File: src/fp_pkg.sv
// Contract
// serial port runs as I2C when the interface select is 1, SPI when 0.
// interface select pulled high inside, so a floating select means I2C.
// data pin two-way for I2C and 3-wire SPI, input only in 4-wire SPI.
// address-one pin is bit A1 in I2C, driven serial data out in 4-wire SPI.
// host supplies serial clock in both modes; transfers are timed from it.
// address-zero pin is A0 in I2C, active-low pulled-up chip select in SPI.
// interrupt output goes low whenever any monitored status changes.
// power-down input low keeps low-power mode; pull-up means normal when open.
// reset input low is power-on reset: logic and registers to defaults; low_power_q and div_reset_q are cleared only by rst.
// all clock outputs stay disabled while device reset is in effect.
// output-enable input high disables every output; pull-down enables if open; oe_n gates only clk_out_en_q.
// lock output high while the loop is locked, low while out of lock; device reset sets lock_lost_n_oe_q, so the pin is low then even when locked.
// synchronisation input low resets all output dividers for realignment.
// synchronisation input pulled up, so a floating pin never resets dividers.
// interrupt and lock outputs are open-drain, pulling low only.
// every asynchronous control input passes a two-stage synchroniser first.
package fp_pkg;

    // ----------------------------------------------------------------
    // constants
    // ----------------------------------------------------------------
    localparam int FP_STATUS_W = 8;
    localparam logic FP_PULL_SEL = 1'b1;
    localparam logic FP_PULL_CS_N = 1'b1;
    localparam logic FP_PULL_LP_N = 1'b1;
    localparam logic FP_PULL_RST_N = 1'b1;
    localparam logic FP_PULL_OE_N = 1'b0;
    localparam logic FP_PULL_SYNC_N = 1'b1;
    localparam logic FP_SEL_I2C = 1'b1;
    localparam logic FP_RST_IRQ = 1'b0;
    localparam logic FP_RST_CLK_EN = 1'b0;
    localparam logic [FP_STATUS_W-1:0] FP_RST_STATUS = 8'h00;

    // ----------------------------------------------------------------
    // types
    // ----------------------------------------------------------------
    // pin levels as seen at the package pads
    typedef struct packed {
        logic sel;
        logic sda;
        logic a1;
        logic sclk;
        logic a0_cs_n;
        logic reset_n;
        logic low_power_n;
        logic oe_n;
        logic realign_n;
    } fp_pins_t;

    // serial side handed to the register engine
    typedef struct packed {
        logic i2c;
        logic sclk;
        logic sdi;
        logic select_n;
        logic addr1;
        logic addr0;
    } fp_ser_t;

    // what the register engine wants on the data pins
    typedef struct packed {
        logic four_wire;
        logic dout;
        logic dout_en;
    } fp_eng_t;

endpackage

File: src/fp_front.sv
`timescale 1ns/1ps
module fp_front
    import fp_pkg::*;
(
    input wire logic mclk,
    input wire logic rst,
    input wire logic ce,
    input wire fp_pins_t pin_in,
    input wire fp_pins_t pin_float,
    input wire fp_eng_t eng,
    input wire logic [FP_STATUS_W-1:0] status,
    input wire logic irq_clear,
    input wire logic pll_locked,
    output fp_ser_t ser_q,
    output logic sda_out_q,
    output logic sda_oe_q,
    output logic addr_bit1_or_serial_out_q,
    output logic addr_bit1_or_serial_out_oe_q,
    output logic irq_n_out_q,
    output logic irq_n_oe_q,
    output logic lock_lost_n_out_q,
    output logic lock_lost_n_oe_q,
    output logic low_power_q,
    output logic clk_out_en_q,
    output logic div_reset_q,
    output logic logic_reset_q
);

    // ----------------------------------------------------------------
    // pull resolution
    // ----------------------------------------------------------------
    function automatic logic pull(input logic lvl, input logic flt,
                                  input logic pv);
        pull = flt ? pv : lvl;
    endfunction

    fp_pins_t pin_res;

    always_comb begin
        pin_res = pin_in;
        pin_res.sel = pull(pin_in.sel, pin_float.sel, FP_PULL_SEL);
        pin_res.a0_cs_n = pull(pin_in.a0_cs_n, pin_float.a0_cs_n,
                               FP_PULL_CS_N);
        pin_res.low_power_n = pull(pin_in.low_power_n,
                                   pin_float.low_power_n,
                                   FP_PULL_LP_N);
        pin_res.reset_n = pull(pin_in.reset_n, pin_float.reset_n,
                               FP_PULL_RST_N);
        pin_res.oe_n = pull(pin_in.oe_n, pin_float.oe_n,
                            FP_PULL_OE_N);
        pin_res.realign_n = pull(pin_in.realign_n, pin_float.realign_n,
                                 FP_PULL_SYNC_N);
    end

    // ----------------------------------------------------------------
    // synchronisers
    // ----------------------------------------------------------------
    fp_pins_t meta_q;
    fp_pins_t sync_q;

    // first stage read only by second
    always_ff @(posedge mclk) begin
        if (rst) begin
            meta_q <= '1;
            sync_q <= '1;
        end else if (ce) begin
            meta_q <= pin_res;
            sync_q <= meta_q;
        end
    end

    // ----------------------------------------------------------------
    // device reset
    // ----------------------------------------------------------------
    logic int_rst;

    assign int_rst = rst | ~sync_q.reset_n;

    always_ff @(posedge mclk) begin
        if (rst) begin
            logic_reset_q <= 1'b1;
        end else if (ce) begin
            logic_reset_q <= ~sync_q.reset_n;
        end
    end

    // ----------------------------------------------------------------
    // serial port mux
    // ----------------------------------------------------------------
    logic mode_i2c;
    logic spi4;

    assign mode_i2c = (sync_q.sel == FP_SEL_I2C);
    assign spi4 = ~mode_i2c & eng.four_wire;

    always_ff @(posedge mclk) begin
        if (int_rst) begin
            ser_q <= '{i2c: 1'b1, sclk: 1'b1, sdi: 1'b1, select_n: 1'b1,
                       addr1: 1'b0, addr0: 1'b0};
        end else if (ce) begin
            ser_q.i2c <= mode_i2c;
            ser_q.sclk <= sync_q.sclk;
            ser_q.sdi <= sync_q.sda;
            ser_q.select_n <= mode_i2c | sync_q.a0_cs_n;
            ser_q.addr1 <= mode_i2c & sync_q.a1;
            ser_q.addr0 <= mode_i2c & sync_q.a0_cs_n;
        end
    end

    always_ff @(posedge mclk) begin
        if (int_rst) begin
            sda_out_q <= 1'b0;
            sda_oe_q <= 1'b0;
            addr_bit1_or_serial_out_q <= 1'b0;
            addr_bit1_or_serial_out_oe_q <= 1'b0;
        end else if (ce) begin
            sda_out_q <= eng.dout;
            sda_oe_q <= eng.dout_en & ~spi4;
            addr_bit1_or_serial_out_q <= eng.dout;
            addr_bit1_or_serial_out_oe_q <= eng.dout_en & spi4;
        end
    end

    // ----------------------------------------------------------------
    // status and interrupt
    // ----------------------------------------------------------------
    logic [FP_STATUS_W-1:0] status_q;
    logic irq_pend_q;
    logic change;

    assign change = (status != status_q);

    always_ff @(posedge mclk) begin
        if (int_rst) begin
            status_q <= FP_RST_STATUS;
        end else if (ce) begin
            status_q <= status;
        end
    end

    // set beats clear
    always_ff @(posedge mclk) begin
        if (int_rst) begin
            irq_pend_q <= FP_RST_IRQ;
        end else if (ce) begin
            irq_pend_q <= change | (irq_pend_q & ~irq_clear);
        end
    end

    always_ff @(posedge mclk) begin
        if (int_rst) begin
            irq_n_out_q <= 1'b0;
            irq_n_oe_q <= 1'b0;
            lock_lost_n_out_q <= 1'b0;
            lock_lost_n_oe_q <= 1'b1;
        end else if (ce) begin
            irq_n_out_q <= 1'b0;
            irq_n_oe_q <= change | (irq_pend_q & ~irq_clear);
            lock_lost_n_out_q <= 1'b0;
            lock_lost_n_oe_q <= ~pll_locked;
        end
    end

    // ----------------------------------------------------------------
    // power, output enable, divider realign
    // ----------------------------------------------------------------
    always_ff @(posedge mclk) begin
        if (int_rst) begin
            clk_out_en_q <= FP_RST_CLK_EN;
        end else if (ce) begin
            clk_out_en_q <= ~sync_q.oe_n;
        end
    end

    always_ff @(posedge mclk) begin
        if (rst) begin
            low_power_q <= 1'b0;
            div_reset_q <= 1'b0;
        end else if (ce) begin
            low_power_q <= ~sync_q.low_power_n;
            div_reset_q <= ~sync_q.realign_n;
        end
    end
endmodule

File: config.mk
export PLATFORM = sky130hd
export DESIGN_NAME = fp_front
export DESIGN_NICKNAME = d
export VERILOG_FILES = /design/src/fp_pkg.sv /design/src/fp_front.sv
export SDC_FILE = /design/constraint.sdc
export NUM_CORES = 1
export LEC_CHECK = 0
export BUFFER_PORTS_ARGS = -buffer_cell sky130_fd_sc_hd__buf_2
export CAP_MARGIN = 20
export CORE_MARGIN = 8
export CORE_UTILIZATION = 53
export CTS_CLUSTER_DIAMETER = 60
export DETAILED_ROUTE_END_ITERATION = 12
export HOLD_SLACK_MARGIN = 0.06
export PLACE_DENSITY = 0.88
export SLEW_MARGIN = 20
export SYNTH_ARGS = -nofsm -noshare
export SYNTH_HDL_FRONTEND = slang
export SYNTH_SLANG_ARGS = --single-unit
File: constraint.sdc
create_clock -name mclk -period 3.52 [get_ports mclk]
set_input_delay 0.352 -clock mclk [delete_from_list [all_inputs] [get_ports mclk]]
set_output_delay 0.352 -clock mclk [all_outputs]
set_load 0.05 [all_outputs]
After elaboration in Yosys (flattened, before gate mapping)
Index checks and enable logic that the tools add are counted.
- memories: 0
- latch bits: 0
- register bits: 41
- RAM bits: 0
- word-level logic and storage cells: 58
- output and inout bits: 18
- ROM bits: 0
- shift operators: 0
- equal/unequal tests: 1
- $mul: 0
- order comparisons: 0
- add/subtract/negate cells: 0
- bitwise gates (word level): 17
- muxes and demuxes: 6
- reduce and logical (&&, ||, !) cells: 0
- divide/modulo/power cells: 0
- operators by type and width (cell ; number):
    8-bit != test ; 1
    1-bit NOT ; 8
    1-bit AND ; 6
    1-bit two-way mux ; 6
    1-bit OR ; 3

Depth between registers and ports, before layout
Gate-level depths: netlist of the first run.
- depth after elaboration: 4
- gate-level depth with buffers: 6
- depth with buffers taken out: 4

Least setup slack after synthesis of the first run
No wires, ideal clock.
- path type: register to output
- start: reg addr_bit1_or_serial_out_q (netlist name)
- end: out sda_out_q
- stages on the path, launching flop included: 2
- path buffers: 1
- arrival time: 912 ps
- slack: 2256 ps
- required time: 3168 ps
- cells stage by stage: dfxtp_1 buf_4
- RTL lines (item ; line ; RTL):
    to (decl) ; fp_front.sv:15 ; output logic sda_out_q,

Worst setup path after layout of the first run
- start: reg ser_q[2] (netlist name)
- end: out ser_q[2] (netlist name)
- RTL lines (item ; line ; RTL):
    from (decl) ; fp_front.sv:14 ; output fp_ser_t ser_q,
    from (signal assigned) ; fp_front.sv:98 ; ser_q <= '{i2c: 1'b1, sclk: 1'b1, sdi: 1'b1, select_n: 1'b1,
No word-level cell between the ends.

==> results_dict.tcl, run 1 <==
set metrics [dict create \
    grt_pass1_wl_mm 5.24 \
    path_clk_slew_ns 0.11 \
    dieArea_um2 5070 \
    crit_family "flip-flops" \
    io_pins 52 \
    dp_hpwl_mm 2.29 \
    drive_above_1_share_pct 27.1 \
    peakVddDrop_uv 346 \
    yosysTopAreaCellShare_pct 50.8 \
    fin_setup_tns_ns 0 \
    clock_skew_ns 0.00711 \
    startpoint_type "flop" \
    rsz0062_at_grt "no" \
    die_w_um 71.2 \
    timing.final.ws_setup_ns 2.19 \
    min_period_over_period_pct 37.6 \
    clock.fmax_mhz 755 \
    root_buffer "clkbuf_4" \
    postRouteAntennaNets 0 \
    place_ws_ns 1.90 \
    ys_types 23 \
    crit-reg2reg-capture "irq_n_oe_q" \
    cp_slowest_cell "dfxtp_1" \
    path_class "reg -> out" \
    hold_viol 0 \
    slew_violations 0 \
    maxCapViolCount 0 \
    synth_area_um2 1620 \
    synth_area_leader_cell "dfxtp_1" \
    worstPathMaxFanout 2 \
    crit_path_end_kind "output port" \
    worstPathRequired_ns 3.17 \
    fin_util_pct 63.0 \
    area_delta_synth_final_pct 16.2 \
    power_density_nw_per_um2 464 \
    cp_num_buf_inv 1 \
    rows 20 \
    antenna_found_initial 0 \
    fin_crit_ns 1.33 \
    hp-start "pin_float[1]" \
    num_vias 1216 \
    seq_area_frac_synth_pct 50.8 \
    overflow 0 \
    worst_r2r_path_depth 4 \
    grt_pass1_vias 1228 \
    status "finished clean" \
    slew_headroom_pct 62.1 \
    critPathArrivalTime_ns 0.97 \
    power.total_mw 0.871 \
    clkLatencyLatePin_ns 0.33 \
    avgSynthCellArea_um2 9.79 \
    ys_ff_latch 41 \
    ys_top_cells_by_area "dfxtp_1 (51%), mux2i_1 (6.8%), a211o_1 (6.5%)" \
    routed_wl_mm 3.21 \
    cts_htree_levels 2 \
    globalplace.congestion 0.709 \
    r2r_start "status_q[2]" \
    grt_max_degree 39 \
    nNetsFinal 241 \
    hold_buffers 0 \
    drt_iter0_markers 59 \
    die_y_um 71.2 \
    nFillCells 264 \
    r2r_slack_ns 2.33 \
    diodes 0 \
    netlist_instances 165 \
    drcViolationCount 0 \
    cp_cell_sequence "buf_2" \
    wire_per_inst_um 13.4 \
    cts_resized 0 \
    initial_utilization_pct 54.2 \
    leakagePower_nw 0.841 \
    hp-class "in -> reg" \
    fp.coreArea_um2 2980 \
    numCtsBuffers 5 \
    whs_path_depth 2 \
    worst_hold_path.endpoint "meta_q[1]" \
    slowest_delay_ns 0.37 \
    worst_pin_slew_ns 0.569 \
    post_drt_via_cell_ratio 5.07 \
    yosysWarnings 0 \
    port_buffers 46 \
    cts_sinks 41 \
    grt_usage_pct 12.8 \
    cts_setup_buffers 0 \
    clockBufferDepth 2 \
    cts_tree "built" \
    dr.pass1.iters 4 \
    final-setup-viol-count 0 \
]
[where the power goes]
part / switching (mW) / internal, mW
logic: 0.0892 / 0.0513
clock network: 0.132 / 0.0944
registers: 0.0142 / 0.490
total: 0.235 / 0.636
[routing by layer]
layer  share of wire, %  routed length [µm]  track usage [%]  vias up
met3                4.2                 135             3.95        7
met4                1.8                  59             6.24        0
met2                 49                1580             23.1       25
met5                  0                   0                0        -
li1                   -                   -                -      642
met1                 45                1430             13.0      542
[logic make-up (layout without fill, tap and decap cells)]
group | Yosys count | in the layout | synth area share, %
other | 1 | 2 | 0.232
multiplexers | 11 | 11 | 6.82
XOR/XNOR | 8 | 8 | 4.34
AND/OR/NAND/NOR | 58 | 58 | 19.3
flip-flops | 41 | 41 | 50.8
AO/OA/AOI/OAI | 32 | 32 | 13.6
buffers and inverters | 14 | 55 | 4.96
[area by class of cell]
class	count	area (µm²)	share of cell area (%)
clock buffer	7	55.1	2.93
inverter	1	3.75	0.200
multi-input combinational	111	718	38.3
sequential	41	821	43.7
tap	33	41.3	2.20
timing repair buffer	47	238	12.7
[cells in the mapped netlist]
| cell type | n |
|---|---|
| a211o_1 | 12 |
| buf_2 | 4 |
| nor4_2 | 2 |
| o22ai_1 | 1 |
| conb_1 | 1 |
| nand4b_1 | 1 |
| o21ai_0 | 8 |
| buf_4 | 6 |
| a211oi_1 | 3 |
| o21ai_1 | 1 |
| mux2i_1 | 11 |
| a21oi_1 | 6 |
| nand3_1 | 3 |
| clkbuf_1 | 3 |
| inv_2 | 1 |
| nor2b_1 | 13 |
| or3_1 | 5 |
| nor2_1 | 12 |
| xor2_1 | 8 |
| nand2_1 | 13 |
| nand2b_1 | 9 |
| dfxtp_1 | 41 |
| a32o_1 | 1 |
[worst max path at each step]
stage | to | cells past startpoint | start
final | ser_q[2] | 1 | ser_q[2]
after detailed placement | irq_n_oe_q | 4 | rst
after global routing | ser_q[2] | 1 | ser_q[2]
after CTS | ser_q[2] | 1 | ser_q[2]
after floorplan | sda_out_q | 1 | addr_bit1_or_serial_out_q
after global placement | irq_n_oe_q | 4 | rst
[layout by cell type, fill, tap and decap left out]
cell	n
or3_1	5
buf_4	1
nor2b_1	13
dfxtp_1	41
xor2_1	8
a32o_1	1
nor2_1	12
conb_1	2
o21ai_1	1
a21oi_1	6
a211oi_1	3
nand2_1	13
buf_2	46
nor4_2	2
a211o_1	12
nand2b_1	9
o21ai_0	8
nand4b_1	1
inv_2	1
clkbuf_1	1
o22ai_1	1
clkbuf_4	5
clkbuf_8	1
nand3_1	3
mux2i_1	11
[per-stage QoR]
stage                     hold slack, ns  std cells  instance area (µm²)
after global placement             0.414        233                 1820
after floorplan                    0.408        166                 1620
after CTS                          0.184        240                 1880
final                              0.199        240                 1880
after detailed placement           0.423        233                 1820
after global routing               0.193        240                 1880
[registers in the layout, summed over array words and instances (netlist names)]
signal                        count
addr_bit1_or_serial_out_oe_q      1
addr_bit1_or_serial_out_q         1
clk_out_en_q                      1
div_reset_q                       1
irq_n_oe_q                        1
lock_lost_n_oe_q                  1
logic_reset_q                     1
low_power_q                       1
meta_q                            9
mode_i2c                          1
sda_oe_q                          1
ser_q                             6
status_q                          8
sync_q                            8
(Power assumes the default switching activity.)
==> run 2, diff against run 1 <==
CORE_UTILIZATION = 49   (was 53)
PLACE_DENSITY = 0.82   (was 0.88)
clock period = 1.3 ns   (was 3.52 ns; I/O delays follow)
==> results_dict.tcl, run 2 (synthesis gave the netlist of run 1 again) <==
set metrics [dict create \
    overflow 0 \
    cts_sinks 41 \
    power.total_mw 2.33 \
    path_class "in -> reg" \
    nNetsFinal 255 \
    grt_usage_pct 13.9 \
    hp-class "in -> reg" \
    peakVddDrop_uv 701 \
    num_vias 1272 \
    leakagePower_nw 0.900 \
    rsz0062_at_grt "no" \
    clock_skew_ns 0.00724 \
    startpoint_type "input pin" \
    cts_resized 0 \
    root_buffer "clkbuf_4" \
    whs_ns 0.0690 \
    hold_viol 0 \
    die_y_um 73.4 \
    cp_slowest_cell "dlygate4sd3_1" \
    fin_util_pct 62.3 \
    final-setup-viol-count 0 \
    clockBufferDepth 2 \
    cts_htree_levels 2 \
    numCtsBuffers 5 \
    slew_violations 0 \
    fp.coreArea_um2 3260 \
    area_delta_synth_final_pct 25.7 \
    min_period_over_period_pct 91.8 \
    critPathArrivalTime_ns 1.42 \
    nFillCells 318 \
    post_drt_via_cell_ratio 4.78 \
    cts_setup_buffers 0 \
    slowest_delay_ns 0.53 \
    globalplace.congestion 0.695 \
    layout_commonest_cell "buf_2" \
    post_dp_cell_area_um2 1870 \
    grt_max_degree 61 \
    crit_path_end_kind "flop" \
    maxCapViolCount 0 \
    clkLatencyLatePin_ns 0.33 \
    status "finished clean" \
    worstPathRequired_ns 1.53 \
    rows 21 \
    initial_utilization_pct 49.6 \
    dp_hpwl_mm 2.34 \
    largest_reg_flops 9 \
    path_clk_slew_ns 0.10 \
    cp_num_buf_inv 2 \
    cts_tree "built" \
    antenna_found_initial 0 \
    routed_wl_mm 3.38 \
    diodes 0 \
    clock.fmax_mhz 838 \
    drt_iter0_markers 44 \
    dieArea_um2 5390 \
    drive_above_1_share_pct 26.4 \
    dr.pass1.iters 4 \
    final_cell_mix "buf_2 (45), dfxtp_1 (41), nor2b_1 (13), nand2_1 (13)" \
    crit_family "buffers and inverters" \
    postRouteAntennaNets 0 \
    worstPathMaxFanout 2 \
    grt_pass1_vias 1350 \
    top_register "meta_q" \
    io_pins 52 \
    drcViolationCount 0 \
    fin_crit_ns 1.19 \
    power_density_nw_per_um2 1150 \
    port_buffers 46 \
    die_w_um 73.4 \
    reg_top3 "meta_q: 9 flops, status_q: 8 flops, sync_q: 8 flops" \
    fin_setup_tns_ns 0 \
    grt_pass1_wl_mm 5.80 \
    wire_per_inst_um 12.7 \
    cp_cell_sequence "dlygate4sd3_1 > buf_2 > xor2_1 > nor4_2 > nand2_1 > a32o_1" \
    design_area_um2 2030 \
]
[run 2: per-layer routing]
layer / part of all wire [%] / track usage (%)
met1: 42 / 13.3
met2: 50 / 25.5
met3: 5.6 / 4.64
met4: 2.1 / 7.54
met5: 0 / 0
[run 2: path summary, 6_finish.rpt]
path	startpoint	to	slack, ns	cells past startpoint
hold / removal	status[7]	status_q[7]	0.07	3
setup / recovery	status[1]	irq_n_oe_q	0.11	6
hold reg to reg	sync_q[0]	div_reset_q	0.43	1
setup reg to reg	meta_q[1]	meta_q[1]	0.12	3
[run 2: worst min-delay path, cell delays in order]
cell     delay, ns
buf_2         0.09
mux2i_1       0.06
nor2_1        0.08
[run 2: through the flow]
stage / setup slack, ns / instances
finish: 0.106 / 266
detailed placement: 0.110 / 249
global placement: 0.118 / 249
floorplan: 0.173 / 166
global route: 0.0188 / 266
CTS: 0.0380 / 267
[run 2: area by class of cell]
type | instances | area, µm² | area share [%]
Inverter | 1 | 3.75 | 0.185
Sequential cell | 41 | 821 | 40.4
Clock inverter | 1 | 5.00 | 0.246
Clock buffer | 5 | 37.5 | 1.85
Multi-Input combinational cell | 111 | 718 | 35.4
Timing Repair Buffer | 61 | 388 | 19.1
Tap cell | 46 | 57.6 | 2.83
[run 2: timing repair]
action	in CTS	in global routing
hold buffers	12	0
endpoints found under the setup margin	0	1
endpoints found under the hold margin	11	0
[run 2: power breakdown]
group          switching (mW)  internal [mW]
Sequential             0.0393           1.33
Combinational           0.249          0.174
Clock                   0.353          0.188
Total                   0.641           1.69
